## src/logic/mts_regs.vh

```
`ifndef MTS_REGS_VH
`define MTS_REGS_VH

// register byte addresses
`define MTS_SLICE_TIMER_ADDR 8'h70
`define MTS_SLICE_STATUS_ADDR 8'h74

// slice timer register layout
`define MTS_SLICE_RESET 8'h00
`define MTS_SLICE_FIELD_HI 7
`define MTS_SLICE_FIELD_LO 3
`define MTS_SLICE_STEP_BITS 3

// slice status register layout
`define MTS_STAT_COUNT_HI 7
`define MTS_STAT_COUNT_LO 0
`define MTS_STAT_EXPIRED_BIT 8
`define MTS_STAT_OWNED_BIT 9
`define MTS_STAT_OWNER_LO 10
`define MTS_STAT_OWNER_HI 12

// ahb encodings
`define MTS_HTRANS_NONSEQ_BIT 1
`define MTS_HRESP_OKAY 1'b0

`endif

```

## src/logic/mts_arbiter_timer.v

```verilog
// Overview of operation
// - 8-bit read/write slice timer register at offset 70h, reset value 00h.
// - one initiator may run back-to-back transactions for a bounded time before rearbitration.
// - bits 7:3 give the guaranteed slice in PCI clocks for the current owner.
// - after the slice expires, grant another initiator as soon as one requests.
// - a register value of zero disables the time slice mechanism.
// - slice length is in steps of 8 clocks; value with low bits zero is clocks.
`timescale 1ns/10ps
`include "mts_regs.vh"
module mts_arbiter_timer #(
    parameter NUM_INIT = 5,
    parameter IDX_W = 3
) (
    input wire hclk,
    input wire hresetn,
    input wire hsel,
    input wire [31:0] haddr,
    input wire [1:0] htrans,
    input wire hwrite,
    input wire [2:0] hsize,
    input wire [31:0] hwdata,
    input wire hready,
    output reg [31:0] hrdata,
    output reg hreadyout,
    output reg hresp,
    input wire [NUM_INIT-1:0] pci_req_n,
    output reg [NUM_INIT-1:0] pci_gnt_n
);

////////////////////////////////////////////////////////////////////////////////
// helpers

// full-width reset value so the stored field can be cut from it with a part-select
localparam [7:0] SLICE_RESET_VAL = `MTS_SLICE_RESET;

// only the low 256 bytes are decoded; anything above reads zero and ignores writes
function addr_in_page;
    input [31:0] addr;
    begin
        addr_in_page = (addr[31:8] == 24'h000000);
    end
endfunction

function [NUM_INIT-1:0] idx_onehot;
    input [IDX_W-1:0] idx;
    integer k;
    begin
        idx_onehot = {NUM_INIT{1'b0}};
        for (k = 0; k < NUM_INIT; k = k + 1) begin
            if (idx == k[IDX_W-1:0]) begin
                idx_onehot[k] = 1'b1;
            end
        end
    end
endfunction

// round robin pick starting one past the current owner; msb flags a hit
function [IDX_W:0] rr_pick;
    input [NUM_INIT-1:0] reqs;
    input [IDX_W-1:0] last;
    integer i;
    integer j;
    reg found;
    begin
        found = 1'b0;
        rr_pick = {(IDX_W+1){1'b0}};
        for (i = 1; i <= NUM_INIT; i = i + 1) begin
            j = (last + i) % NUM_INIT;
            if (!found && reqs[j]) begin
                found = 1'b1;
                rr_pick = {1'b1, j[IDX_W-1:0]};
            end
        end
    end
endfunction

////////////////////////////////////////////////////////////////////////////////
// request pins come from other agents: two flops before any use

reg [NUM_INIT-1:0] req_meta_reg;
reg [NUM_INIT-1:0] req_sync_reg;

always @(posedge hclk or negedge hresetn) begin
    if (!hresetn) begin
        req_meta_reg <= {NUM_INIT{1'b0}};
        req_sync_reg <= {NUM_INIT{1'b0}};
    end else begin
        req_meta_reg <= ~pci_req_n;
        req_sync_reg <= req_meta_reg;
    end
end

////////////////////////////////////////////////////////////////////////////////
// ahb-lite register slave, zero wait states

reg [4:0] slice_field_reg;
reg wr_pend_reg;
reg [7:0] wr_addr_reg;
wire addr_phase;
wire [7:0] slice_value;
wire [7:0] slice_count;
wire slice_expired;
reg [IDX_W-1:0] owner_reg;
reg owned_reg;
reg [31:0] rd_next;
wire slice_wr;

assign addr_phase = hsel && hready && htrans[`MTS_HTRANS_NONSEQ_BIT];
// low three bits are reserved and always zero, giving 8 clock granularity
assign slice_value = {slice_field_reg, {`MTS_SLICE_STEP_BITS{1'b0}}};
// the write lands in the data phase, when hwdata stands
assign slice_wr = wr_pend_reg && (wr_addr_reg == `MTS_SLICE_TIMER_ADDR);

always @* begin
    rd_next = 32'h0000_0000;
    case (haddr[7:0])
        `MTS_SLICE_TIMER_ADDR: begin
            rd_next[7:0] = slice_value;
        end
        `MTS_SLICE_STATUS_ADDR: begin
            rd_next[`MTS_STAT_COUNT_HI:`MTS_STAT_COUNT_LO] = slice_count;
            rd_next[`MTS_STAT_EXPIRED_BIT] = slice_expired;
            rd_next[`MTS_STAT_OWNED_BIT] = owned_reg;
            rd_next[`MTS_STAT_OWNER_HI:`MTS_STAT_OWNER_LO] = owner_reg;
        end
        default: begin
            rd_next = 32'h0000_0000;
        end
    endcase
    if (!addr_in_page(haddr)) begin
        rd_next = 32'h0000_0000;
    end
end

always @(posedge hclk or negedge hresetn) begin
    if (!hresetn) begin
        hrdata <= 32'h0000_0000;
        hreadyout <= 1'b0;
        hresp <= `MTS_HRESP_OKAY;
        wr_pend_reg <= 1'b0;
        wr_addr_reg <= 8'h00;
        slice_field_reg <= SLICE_RESET_VAL[`MTS_SLICE_FIELD_HI:`MTS_SLICE_FIELD_LO];
    end else begin
        hreadyout <= 1'b1;
        hresp <= `MTS_HRESP_OKAY;
        // read data is fetched in the address phase so it stands in the data phase
        if (addr_phase && !hwrite) begin
            hrdata <= rd_next;
        end
        wr_pend_reg <= addr_phase && hwrite && addr_in_page(haddr);
        if (addr_phase) begin
            wr_addr_reg <= haddr[7:0];
        end
        if (slice_wr) begin
            slice_field_reg <= hwdata[`MTS_SLICE_FIELD_HI:`MTS_SLICE_FIELD_LO];
        end
    end
end

////////////////////////////////////////////////////////////////////////////////
// arbiter with slice timer

wire [NUM_INIT-1:0] others_req;
wire slice_enabled;
wire owner_req;
wire [IDX_W:0] pick;
reg hand_over;
reg load_slice;
wire [NUM_INIT-1:0] owner_mask;

assign slice_enabled = (slice_field_reg != 5'h00);
assign owner_mask = owned_reg ? idx_onehot(owner_reg) : {NUM_INIT{1'b0}};
assign owner_req = |(req_sync_reg & owner_mask);
assign others_req = req_sync_reg & ~owner_mask;
assign pick = rr_pick(others_req, owner_reg);

always @* begin
    hand_over = 1'b0;
    if (!owner_req) begin
        // owner dropped its request: anyone else may take the bus
        hand_over = pick[IDX_W];
    end else if (!slice_enabled) begin
        // mechanism off: no guaranteed slice, yield whenever another asks
        hand_over = pick[IDX_W];
    end else if (slice_expired) begin
        hand_over = pick[IDX_W];
    end
    // while the slice runs the owner keeps the bus for back-to-back cycles
    load_slice = hand_over;
end

always @(posedge hclk or negedge hresetn) begin
    if (!hresetn) begin
        owner_reg <= {IDX_W{1'b0}};
        owned_reg <= 1'b0;
        pci_gnt_n <= {NUM_INIT{1'b1}};
    end else begin
        if (hand_over) begin
            owner_reg <= pick[IDX_W-1:0];
            owned_reg <= 1'b1;
            pci_gnt_n <= ~idx_onehot(pick[IDX_W-1:0]);
        end else if (!owner_req) begin
            // nobody requests; park with no grant
            owned_reg <= 1'b0;
            pci_gnt_n <= {NUM_INIT{1'b1}};
        end
    end
end

////////////////////////////////////////////////////////////////////////////////
// slice counter

// a nonzero write in mid-slice takes effect at the next grant, a write of zero at once; the running slice is not reloaded
mts_slice_counter #(
    .WIDTH(8)
) u_slice_counter (
    .hclk(hclk),
    .hresetn(hresetn),
    .load(load_slice),
    .load_value(slice_value),
    .run(owner_req && !hand_over),
    .count(slice_count),
    .expired(slice_expired)
);

endmodule // mts_arbiter_timer

```

## src/logic/mts_slice_counter.v

```verilog
`timescale 1ns/10ps
module mts_slice_counter #(
    parameter WIDTH = 8
) (
    input wire hclk,
    input wire hresetn,
    input wire load,
    input wire [WIDTH-1:0] load_value,
    input wire run,
    output wire [WIDTH-1:0] count,
    output wire expired
);

reg [WIDTH-1:0] count_reg;

always @(posedge hclk or negedge hresetn) begin
    if (!hresetn) begin
        count_reg <= {WIDTH{1'b0}};
    end else if (load) begin
        count_reg <= load_value;
    end else if (run && count_reg != {WIDTH{1'b0}}) begin
        count_reg <= count_reg - {{(WIDTH-1){1'b0}}, 1'b1};
    end
end

assign count = count_reg;
// a slice of zero clocks is already used up
assign expired = (count_reg == {WIDTH{1'b0}});

endmodule // mts_slice_counter

```

## config.mk

```make
export PLATFORM = sky130hd
export DESIGN_NAME = mts_arbiter_timer
export DESIGN_NICKNAME = d
export VERILOG_FILES = /design/src/logic/mts_arbiter_timer.v /design/src/logic/mts_slice_counter.v
export VERILOG_INCLUDE_DIRS = /design/src /design/src/logic
export SDC_FILE = /design/constraint.sdc
export NUM_CORES = 1
export LEC_CHECK = 0
export ABC_CLOCK_PERIOD_IN_PS = 14750
export BUFFER_PORTS_ARGS = -buffer_cell sky130_fd_sc_hd__buf_2
export CAP_MARGIN = 20
export CORE_AREA = 2 2 135 85
export CTS_CLUSTER_DIAMETER = 30
export DETAILED_ROUTE_END_ITERATION = 8
export DIE_AREA = 0 0 137 87
export PLACE_DENSITY_LB_ADDON = 0.2
export SETUP_SLACK_MARGIN = 0.2
export SLEW_MARGIN = 10
export SYNTH_ARGS = -nofsm -noshare
export SYNTH_HDL_FRONTEND = slang
export SYNTH_SLANG_ARGS = --single-unit
```

## constraint.sdc

```tcl
create_clock -name hclk -period 14.75 [get_ports hclk]
set_input_delay 1.475 -clock hclk [delete_from_list [all_inputs] [get_ports hclk]]
set_output_delay 1.475 -clock hclk [all_outputs]
set_load 0.01 [all_outputs]
```

# After elaboration in Yosys (flattened, before gate mapping)
# Cells that the tools add are included.
# word_totals
ff_bits	74
inputBits	79
# classes
eq_ne	12
reduce_logical	26
n_mux	52
n_addsub	6
n_lt_le_gt_ge	5
bitwise	5
n_div	5
# ops
cell	n
32-bit by 5-bit < comparator with 1-bit output (second input constant)	5
32-bit by 3-bit modulo with 32-bit output (second input constant)	5
1-bit two-way mux	34
8-bit by 7-bit == test with 1-bit output (second input constant)	3
24-bit zero test	1
4-bit two-way mux	5
5-bit two-way mux	4
8-bit two-way mux	2
8-bit one-hot mux with 2 select lines	1
1-bit binary-select mux with 3-bit select	5
5-bit inverter	3
13-bit two-way mux	1
3-bit by 2-bit == test with 1-bit output (second input constant)	4
1-bit logical AND	12
5-bit bitwise AND	2
3-bit by 2-bit adder with 4-bit output (second input constant)	2
3-bit by 3-bit adder with 4-bit output (second input constant)	2
8-bit zero test	1
8-bit nonzero test	1
8-bit by 1-bit subtractor with 8-bit output (second input constant)	1
3-bit by 1-bit == test with 1-bit output (second input constant)	2
3-bit == test (second input constant)	2
1-bit zero test	6
3-bit zero test	2
5 further kinds	5

# Longest topological paths before layout
# Gate-level depths: netlist (run 1).
# depth
word_depth	29
mapped_depth	21
depth_no_buf	18

# Modules after synthesis
# A second synthesis (run 1) with hierarchy kept.
# unflattened
hier_cells	486
area_unflattened_um2	4377.9
# modules_own_cells
module	instances	seq_area_each_um2	cells_each	area_each_um2
mts_arbiter_timer	1	1182.4	428	3849.9
mts_slice_counter	1	200.2	58	528.0

# Least setup slack after synthesis (run 1)
# No wires, ideal clock.
# synth_path
kind	flip-flop to flip-flop
startpoint	register owner_reg[0]
endpoint	register pci_gnt_n[1]
required_ns	14.667
arrival_time_ns	4.581
path_stages_with_launch	19
path_slack_ns	10.086
synth_period_minus_slack_ns	4.664
path_cell_list	dfrtp_1 > buf_6 > clkbuf_1 > inv_1 > ha_1 > xor2_2 > and3_1 > o31ai_1 > inv_1 > ha_1 > and2_1 > a221o_1 > a21oi_2 > mux2i_1 > o211ai_1 > a211o_1 > or2_1 > o22a_1 > o32a_1
# synth_between
elab_chain_cells	26
elab_cells_between_ends	66
classes_between	add/sub (5); div (5); eq/ne (6); mux (36); bitwise (4); reduce/logical (10)
# synth_lines
element	line_no	source
start, declared	mts_arbiter_timer.v:103	reg [IDX_W-1:0] owner_reg;
start signal, assigned	mts_arbiter_timer.v:194	owner_reg <= {IDX_W{1'b0}};
start signal, assigned	mts_arbiter_timer.v:199	owner_reg <= pick[IDX_W-1:0];
branches (longest 26 deep; another with 32-bit by 3-bit modulo with 32-bit output)	-	
end signal, assigned	mts_arbiter_timer.v:196	pci_gnt_n <= {NUM_INIT{1'b1}};
end signal, assigned	mts_arbiter_timer.v:201	pci_gnt_n <= ~idx_onehot(pick[IDX_W-1:0]);
end signal, assigned	mts_arbiter_timer.v:205	pci_gnt_n <= {NUM_INIT{1'b1}};
end, declared	mts_arbiter_timer.v:27	output reg [NUM_INIT-1:0] pci_gnt_n
# Several ways; the timed one is not identified. The select of a mux whose other input is x is not followed.
# A chain may end at the register's enable or synchronous reset.

# Worst setup path in the final report (run 1)
# layout_path
startpoint	register owner_reg[0]
endpoint	register u_slice_counter.count_reg[7] (netlist: u_slice_counter.count[7])
# layout_between
elab_chain_cells	28
elab_cells_between_ends	65
classes_between	add/sub (5); div (5); eq/ne (4); mux (34); bitwise (3); reduce/logical (14)
# layout_lines
element	line_no	source
branches (longest 28 deep; another with 32-bit by 3-bit modulo with 32-bit output)	-	
end signal, assigned	mts_slice_counter.v:18	count_reg <= {WIDTH{1'b0}};
end signal, assigned	mts_slice_counter.v:20	count_reg <= load_value;
end signal, assigned	mts_slice_counter.v:22	count_reg <= count_reg - {{(WIDTH-1){1'b0}}, 1'b1};
end, declared	mts_slice_counter.v:14	reg [WIDTH-1:0] count_reg;
# Several ways; the timed one is not identified. The select of a mux whose other input is x is not followed.

==> results.cfg, run 1 <==
[worst_setup_path]
max_stage_delay_ns = 0.56
crit_family = compound AO/OA/AOI/OAI gates
worst_setup_path_end_kind = flip-flop
start_kind = flip-flop
cp_max_fo = 25
r2r_cells = 19
worstPathBufferInverterCount = 4
crit_type = reg -> reg
critPathArrivalTime_ns = 5.78
crit_top_cell = ha_1
cp_cell_sequence = buf_4 -> ha_1 -> ha_1 -> inv_1 -> ha_1 -> or3_1 -> nand2_1 -> xnor2_1 -> ha_1 -> inv_1 -> o221ai_1 -> o21ai_0 -> xnor2_1 -> mux2i_1 -> a22oi_1 -> inv_1 -> o21ai_2 -> nand3_1 -> o221ai_1
crit_slowest_cell = o21ai_2
critPathRequiredTime_ns = 14.96
critical_path_depth = 19

[die]
io_pins = 118
core_um2 = 10800
rows = 30
die-area_um2 = 11900
die_height_um = 87
die_x_um = 137
start_util_pct = 38.6

[job]
cap_violations = 0

[global_route]
grt_max_degree = 56
grt_pass1_wl_mm = 16.7
grt.overflow.total = 0
grt_use_total_pct = 17.9
grt_pass1_vias = 3215
grt_antenna_before_repair = 0

[layout]
largest_reg_flops = 13
nNetsFinal = 624
fill_cells = 1088
stdcell_count = 660
antenna_cells = 0
drive_gt1_share_pct = 22.1
synthToLayoutAreaGrowth_pct = 13.0

[clocking]
ctsHoldBuffers = 0
post_cts_resize_count = 0
numCtsBuffers = 5
post-cts-setup-buffers = 0
cts.htree.levels = 2
clk_pin_slew_worst_paths_ns = 0.07
clockRootBuffer = clkbuf_16
clk_latency_ns = 0.30
clock_path_buffers = 2
cts.sinks = 55
cts_tree = done

[drt]
routed_wl_mm = 10.5
dr.pass1.iters = 5
drt_iter0_markers = 261
wire_per_inst_um = 15.9
num_vias = 3598
vias_per_cell = 5.45
drc = 0
drtAntennaViolNets = 0

[timing]
drv_slew = 0
finalCritPeriodShare_pct = 37.8
worst_slew_pin_slew_ns = 0.846
fin_crit_ns = 5.57
setup_viol = 0
worst_clock_skew_ns = 0.00571
grt_setup_unrepaired = false
hold_violations = 0
slew-limit-headroom_pct = 43.2
tns_ns = 0
max_freq_ghz = 0.180

[power_and_ir_drop]
combPwrFrac_pct = 75.1
p_seq_share_pct = 15.5
switching_share_pct = 51.7
p_per_area_nw_per_um2 = 283
p_leak_nw = 2.24
peakVddDrop_mv = 0.146
p_clk_share_pct = 9.4
internal-power_mw = 0.644
p_switching_mw = 0.690

[yosys]
netlist_area_um2 = 4170
ys_top_cells_by_count = dfrtp_1 (50), nand2_1 (40), inv_1 (35)
synth.most_common_cell = dfrtp_1
avgSynthCellArea_um2 = 9.19
ys_ff_latch = 55
synth_edf_count = 0
syn_inst = 454
async_reset_ff_share_pct = 100
ys_top_cells_by_area = dfrtp_1 (30%), ha_1 (8.7%), mux2i_1 (3.8%)
synth_cell_type_count = 76
yosysWarnings = 0
yosysTopAreaCellShare_pct = 30.0
seq_area_frac_synth_pct = 33.1
synthFlopType = dfrtp_1
yosysTopAreaCell = dfrtp_1

[placed_design]
dp_hpwl_mm = 8.19
port_buffers = 66
placedCellCount = 652
routabilityCongestion = 0.912

[min_path]
hold_depth = 0
hp-class = reg -> reg

[status]
status = completed
-- cell usage in the layout (no fill, tap or decap), types with 5 or more instances in the layout --
cell and count:
nor3_1 9, nand2b_1 7, dfstp_2 5, xnor2_1 5
nand4_1 6, conb_1 21, a22o_1 7, clkbuf_16 5
nand2_1 40, ha_1 29, a31oi_1 9, or3_1 5
inv_1 35, mux2i_1 16, nor4_1 9, o21ai_0 22
and2_1 11, nand3_1 11, dfrtp_1 50, o221ai_1 5
nor2_1 18, buf_2 66, and3_1 5, a21oi_1 11
o211ai_1 8, mux2_2 13, o31ai_1 5, o22a_1 7
-- power groups by stage --
stage                     Clock, mW  Sequential [mW]  Combinational (mW)
after global routing          0.135            0.211                1.12
after detailed placement          0            0.210               0.983
after CTS                     0.129            0.207               0.989
after floorplan                   0            0.209               0.777
final                         0.125            0.207                1.00
after global placement            0            0.209               0.960
-- routing by layer --
| metal | vias to the layer above | share of wire (%) | GRT usage [%] |
|---|---|---|---|
| met4 | 0 | 0.52 | 3.19 |
| met5 | - | 0 | 0 |
| met2 | 120 | 39 | 24.0 |
| met1 | 1722 | 55 | 29.1 |
| li1 | 1747 | - | - |
| met3 | 9 | 5.2 | 3.43 |
-- through the flow --
| step | power, mW | hold WS, ns | utilization, % | area, um^2 | setup WS, ns |
|---|---|---|---|---|---|
| final | 1.33 | 0.352 | 43.6 | 4710 | 9.18 |
| after global routing | 1.47 | 0.359 | 43.6 | 4710 | 8.64 |
| after CTS | 1.32 | 0.356 | 43.6 | 4710 | 9.23 |
| after detailed placement | 1.19 | 0.338 | 42.1 | 4560 | 9.27 |
| after global placement | 1.17 | 0.338 | 42.1 | 4560 | 9.35 |
| after floorplan | 0.986 | 0.331 | - | 4240 | 10.09 |
-- cell type report --
cell class / count / area, um^2 / area share (%)
Sequential cell: 55 / 1380 / 29.3
Timing Repair Buffer: 69 / 353 / 7.49
Inverter: 37 / 139 / 2.95
Clock inverter: 2 / 17.5 / 0.372
Tap cell: 144 / 180 / 3.82
Clock buffer: 6 / 139 / 2.95
Multi-Input combinational cell: 347 / 2500 / 53.1
-- kinds of logic (layout without fill, tap and decap cells) --
kind of cell,after synthesis,in the layout,synth area share [%]
and+or+nand+nor,141,141,18.3
AOI/OAI and AO/OA,118,118,21.3
buffers and inverters,71,114,8.61
DFF,55,55,33.1
adders and majority gates,30,30,9.18
muxes,30,30,7.71
xor gates and xnor gates,7,7,1.65
other,2,21,0.180
-- worst paths after layout --
| check | startpoint | end | slack [ns] |
|---|---|---|---|
| min in group asynchronous | hresetn | wr_addr_reg[7] | 1.31 |
| hold reg to reg | req_meta_reg[1] | req_sync_reg[1] | 0.35 |
| max in group asynchronous | hresetn | owner_reg[0] | 12.99 |
| setup reg to reg | owner_reg[0] | u_slice_counter.count[7] | 9.18 |
| hold / removal | req_meta_reg[1] | req_sync_reg[1] | 0.35 |
| setup / recovery | owner_reg[0] | u_slice_counter.count[7] | 9.18 |
Power figures use the tool's default switching activity.
==> inputs of run 2 (changes only) <==
--- a/config.mk
+++ b/config.mk
@@ -6,7 +6,7 @@
 export SDC_FILE = /design/constraint.sdc
 export NUM_CORES = 1
 export LEC_CHECK = 0
-export ABC_CLOCK_PERIOD_IN_PS = 14750
+export ABC_CLOCK_PERIOD_IN_PS = 4700
 export BUFFER_PORTS_ARGS = -buffer_cell sky130_fd_sc_hd__buf_2
 export CAP_MARGIN = 20
 export CORE_AREA = 2 2 135 85
==> constraint.sdc (replaced) <==
create_clock -name hclk -period 4.7 [get_ports hclk]
set_input_delay 0.47 -clock hclk [delete_from_list [all_inputs] [get_ports hclk]]
set_output_delay 0.47 -clock hclk [all_outputs]
set_load 0.01 [all_outputs]
==> results.cfg, run 2 (synthesized netlist as in run 1, its figures left out) <==
[placed_design]
routabilityCongestion = 0.909
dp_hpwl_mm = 8.63
port_buffers = 66

[die]
start_util_pct = 38.6
core_um2 = 10800
die_x_um = 137
die-area_um2 = 11900
io_pins = 118
rows = 30
die_height_um = 87

[worst_setup_path]
crit_type = reg -> reg
start_kind = flip-flop
rrSetupSlack_ns = 0.32
critPathRequiredTime_ns = 4.91
worst_setup_path_end_kind = flip-flop
critPathArrivalTime_ns = 4.59
r2r_end = pci_gnt_n[0]
worst_r2r_startpoint = owner_reg[1]
cp_max_fo = 7
r2r_cells = 17

[layout]
fill_cells = 1028
synthToLayoutAreaGrowth_pct = 21.7
nNetsFinal = 651
drive_gt1_share_pct = 31.5
largest_reg_flops = 13
antenna_cells = 0
layout_commonest_cell = buf_2
final_cell_mix = buf_2 (66), dfrtp_1 (47), nand2_1 (40), inv_1 (32), buf_4 (29)

[timing]
finalCritPeriodShare_pct = 93.1
hold_violations = 0
worst_clock_skew_ns = 0.00435
grt_setup_unrepaired = false
slew-limit-headroom_pct = 50.2
drv_slew = 0
setup_viol = 0
fin_crit_ns = 4.38
worst_slew_pin_slew_ns = 0.745
tns_ns = 0
max_freq_ghz = 0.228

[global_route]
grt_max_degree = 56
grt_antenna_before_repair = 0
grt_pass1_vias = 3290
grt_pass1_wl_mm = 17.1
grt_use_total_pct = 18.4
grt.overflow.total = 0

[drt]
vias_per_cell = 5.42
wire_per_inst_um = 16.1
drc = 0
drtAntennaViolNets = 0
num_vias = 3724
routed_wl_mm = 11.1
drt_iter0_markers = 224
dr.pass1.iters = 5

[clocking]
cts_tree = done
clock_path_buffers = 2
cts.sinks = 55
numCtsBuffers = 5
clk_latency_ns = 0.29
clk_pin_slew_worst_paths_ns = 0.07
clockRootBuffer = clkbuf_16
cts.htree.levels = 2

[min_path]
hp-class = in -> async

[job]
cap_violations = 0

[status]
status = completed
-- run 2: worst max-delay path by stage --
stage	start	to	slack (ns)
detailed placement	owner_reg[1]	pci_gnt_n[1]	0.05
CTS	owner_reg[2]	pci_gnt_n[1]	0.18
finish	owner_reg[1]	pci_gnt_n[0]	0.32
global route	owner_reg[1]	pci_gnt_n[0]	0.14
global placement	owner_reg[1]	pci_gnt_n[1]	0.04
floorplan	owner_reg[0]	pci_gnt_n[1]	0.24
-- run 2: layer usage --
metal | up-vias | global-route usage (%) | routed length, um
met4 | 0 | 2.81 | 58
met5 | - | 0 | 0
met3 | 6 | 3.49 | 790
met1 | 1779 | 31.7 | 5870
met2 | 135 | 22.9 | 4330
li1 | 1804 | - | -
-- run 2: stage by stage --
stage                     instances  util [%]  area, um^2  worst slack (ns)  hold WS (ns)
after floorplan                 473         -        4250             0.237         0.174
after global placement          669      43.3        4680            0.0415         0.337
after detailed placement        669      43.3        4680            0.0468         0.335
after CTS                       677      45.0        4860             0.180         0.307
after global routing            687      47.0        5080             0.139         0.308
final                           687      47.0        5080             0.323         0.293
-- run 2: critical path: stages, from the launching register on --
cell	delay (ns)
dfrtp_2	0.44
clkinv_4	0.11
ha_1	0.32
o21a_1	0.23
a21oi_2	0.16
xnor2_2	0.14
ha_2	0.20
fa_1	0.18
a21bo_2	0.25
or3_4	0.37
o22a_1	0.21
or3b_2	0.48
o311a_4	0.17
and4_1	0.19
nand3_1	0.15
mux2i_2	0.37
nor3_2	0.11
a32oi_1	0.22
-- run 2: repair_timing --
action                     4_1_cts  5_1_grt
pin swaps                        1        9
resized for setup                4       36
setup endpoints to repair       15       16
setup buffers                    0       10
hold buffers                     0        0
-- run 2: cell type report --
cell class	instances	area, um^2	area share, %
Multi-Input combinational cell	347	2640	51.9
Sequential cell	55	1390	27.3
Timing Repair Buffer	96	568	11.2
Tap cell	144	180	3.55
Inverter	37	144	2.83
Clock buffer	7	133	2.61
Clock inverter	1	30.0	0.591
Power of run 2 is left out: the tool's default activity adds up to more than one toggle a clock period on the data nets, which glitch-free logic cannot reach.
==> inputs of run 3 (changes only) <==
--- a/config.mk
+++ b/config.mk
@@ -13,7 +13,7 @@
 export CTS_CLUSTER_DIAMETER = 30
 export DETAILED_ROUTE_END_ITERATION = 8
 export DIE_AREA = 0 0 137 87
-export PLACE_DENSITY_LB_ADDON = 0.2
+export PLACE_DENSITY = 0.65
 export SETUP_SLACK_MARGIN = 0.2
 export SLEW_MARGIN = 10
 export SYNTH_ARGS = -nofsm -noshare
==> results.cfg, run 3 (synthesized netlist as in run 1, its figures left out) <==
[status]
status = completed

[drt]
wire_per_inst_um = 16.1
vias_per_cell = 5.48
drc = 0
num_vias = 3774
drt_iter0_markers = 267
routed_wl_mm = 11.1
dr.pass1.iters = 5
drtAntennaViolNets = 0

[layout]
antenna_cells = 0
nNetsFinal = 653
final_cell_mix = buf_2 (66), dfrtp_1 (48), nand2_1 (40), inv_1 (32), buf_4 (30)
synthToLayoutAreaGrowth_pct = 21.6
drive_gt1_share_pct = 31.6
layout_commonest_cell = buf_2
largest_reg_flops = 13

[timing]
hold_violations = 0
setup_viol = 0
worst_slew_pin_slew_ns = 0.741
tns_ns = 0
max_freq_ghz = 0.231
fin_crit_ns = 4.33
grt_setup_unrepaired = true
drv_slew = 0
slew-limit-headroom_pct = 50.5
worst_clock_skew_ns = 0.00892
finalCritPeriodShare_pct = 92.1

[global_route]
grt_pass1_vias = 3381
grt_antenna_before_repair = 0
grt.overflow.total = 0
grt_use_total_pct = 18.1
grt_max_degree = 36
grt_pass1_wl_mm = 17.1

[placed_design]
routabilityCongestion = 0.917
dp_hpwl_mm = 8.61
port_buffers = 66

[worst_setup_path]
cp_cell_sequence = inv_1 -> ha_1 -> o21a_1 -> a21oi_2 -> xnor2_2 -> ha_2 -> fa_1 -> a21bo_2 -> or3_4 -> o22a_1 -> or3b_2 -> o311a_4 -> nand4_1 -> a211o_1 -> buf_4 -> o21ai_4 -> buf_6 -> a31oi_1 -> o221ai_1
crit_type = reg -> reg
start_kind = flip-flop
crit_slowest_cell = dfrtp_2
max_stage_delay_ns = 0.47
critPathArrivalTime_ns = 4.49
worst_setup_path_end_kind = flip-flop
cp_max_fo = 7
critPathRequiredTime_ns = 4.86

[clocking]
clk_pin_slew_worst_paths_ns = 0.07
cts_tree = done
clockRootBuffer = clkbuf_16
clk_latency_ns = 0.29
cts.htree.levels = 2
cts.sinks = 55
numCtsBuffers = 5
clock_path_buffers = 2

[min_path]
hp-class = in -> async

[die]
start_util_pct = 38.6
io_pins = 118
rows = 30
die-area_um2 = 11900
die_height_um = 87
die_x_um = 137
core_um2 = 10800

[job]
cap_violations = 0
[run 3: routing by layer]
layer	GRT usage, %	share of wire, %	vias up
met2	25.9	42	148
met4	2.81	0.63	0
met1	29.1	51	1804
li1	-	-	1812
met3	2.50	5.9	10
met5	0	0	-
[run 3: cell type report]
cell class,instances,area (um^2)
multi-input combinational,347,2640
tap,144,180
inverter,37,141
timing repair buffer,98,574
clock buffer,6,129
clock inverter,2,17.5
fill,1021,5740
sequential,55,1390
[run 3: metrics by stage]
step	utilization (%)	hold slack [ns]	instance area, um^2	instances	setup WS, ns
floorplan	-	0.174	4250	473	0.237
global placement	43.4	0.334	4690	670	0.239
detailed placement	43.4	0.338	4690	670	0.0960
CTS	45.0	0.139	4860	678	0.239
global route	46.9	0.158	5070	689	0.141
finish	46.9	0.126	5070	689	0.370
[run 3: worst paths after layout]
check / slack, ns / cells past startpoint / end / start
min in group hclk: 0.31 / 2 / req_meta_reg[2] / pci_req_n[2]
setup / recovery: 0.37 / 19 / u_slice_counter.count[4] / owner_reg[2]
hold / removal: 0.13 / 1 / wr_addr_reg[1] / hresetn
hold reg to reg: 0.35 / 0 / req_sync_reg[4] / req_meta_reg[4]
max in group asynchronous: 3.73 / 2 / pci_gnt_n[3] / hresetn
setup reg to reg: 0.37 / 19 / u_slice_counter.count[4] / owner_reg[2]
[run 3: critical path, delay by kind of cell, from the launching register on]
kind	cells	cell delay, ns
buffers and inverters	3	0.40
and+or+nand+nor	3	0.94
adders and majority gates	3	0.68
AOI/OAI and AO/OA	9	1.54
xor gates and xnor gates	1	0.14
DFF	1	0.47
[run 3: repair_timing]
action,in CTS,in global routing
hold buffers,0,0
setup buffers,0,10
gates resized for setup,8,33
endpoints found under the hold margin,0,0
pin swaps,2,15
gates cloned,0,1
endpoints found under the setup margin,12,15
Power of run 3 is left out for the same reason.
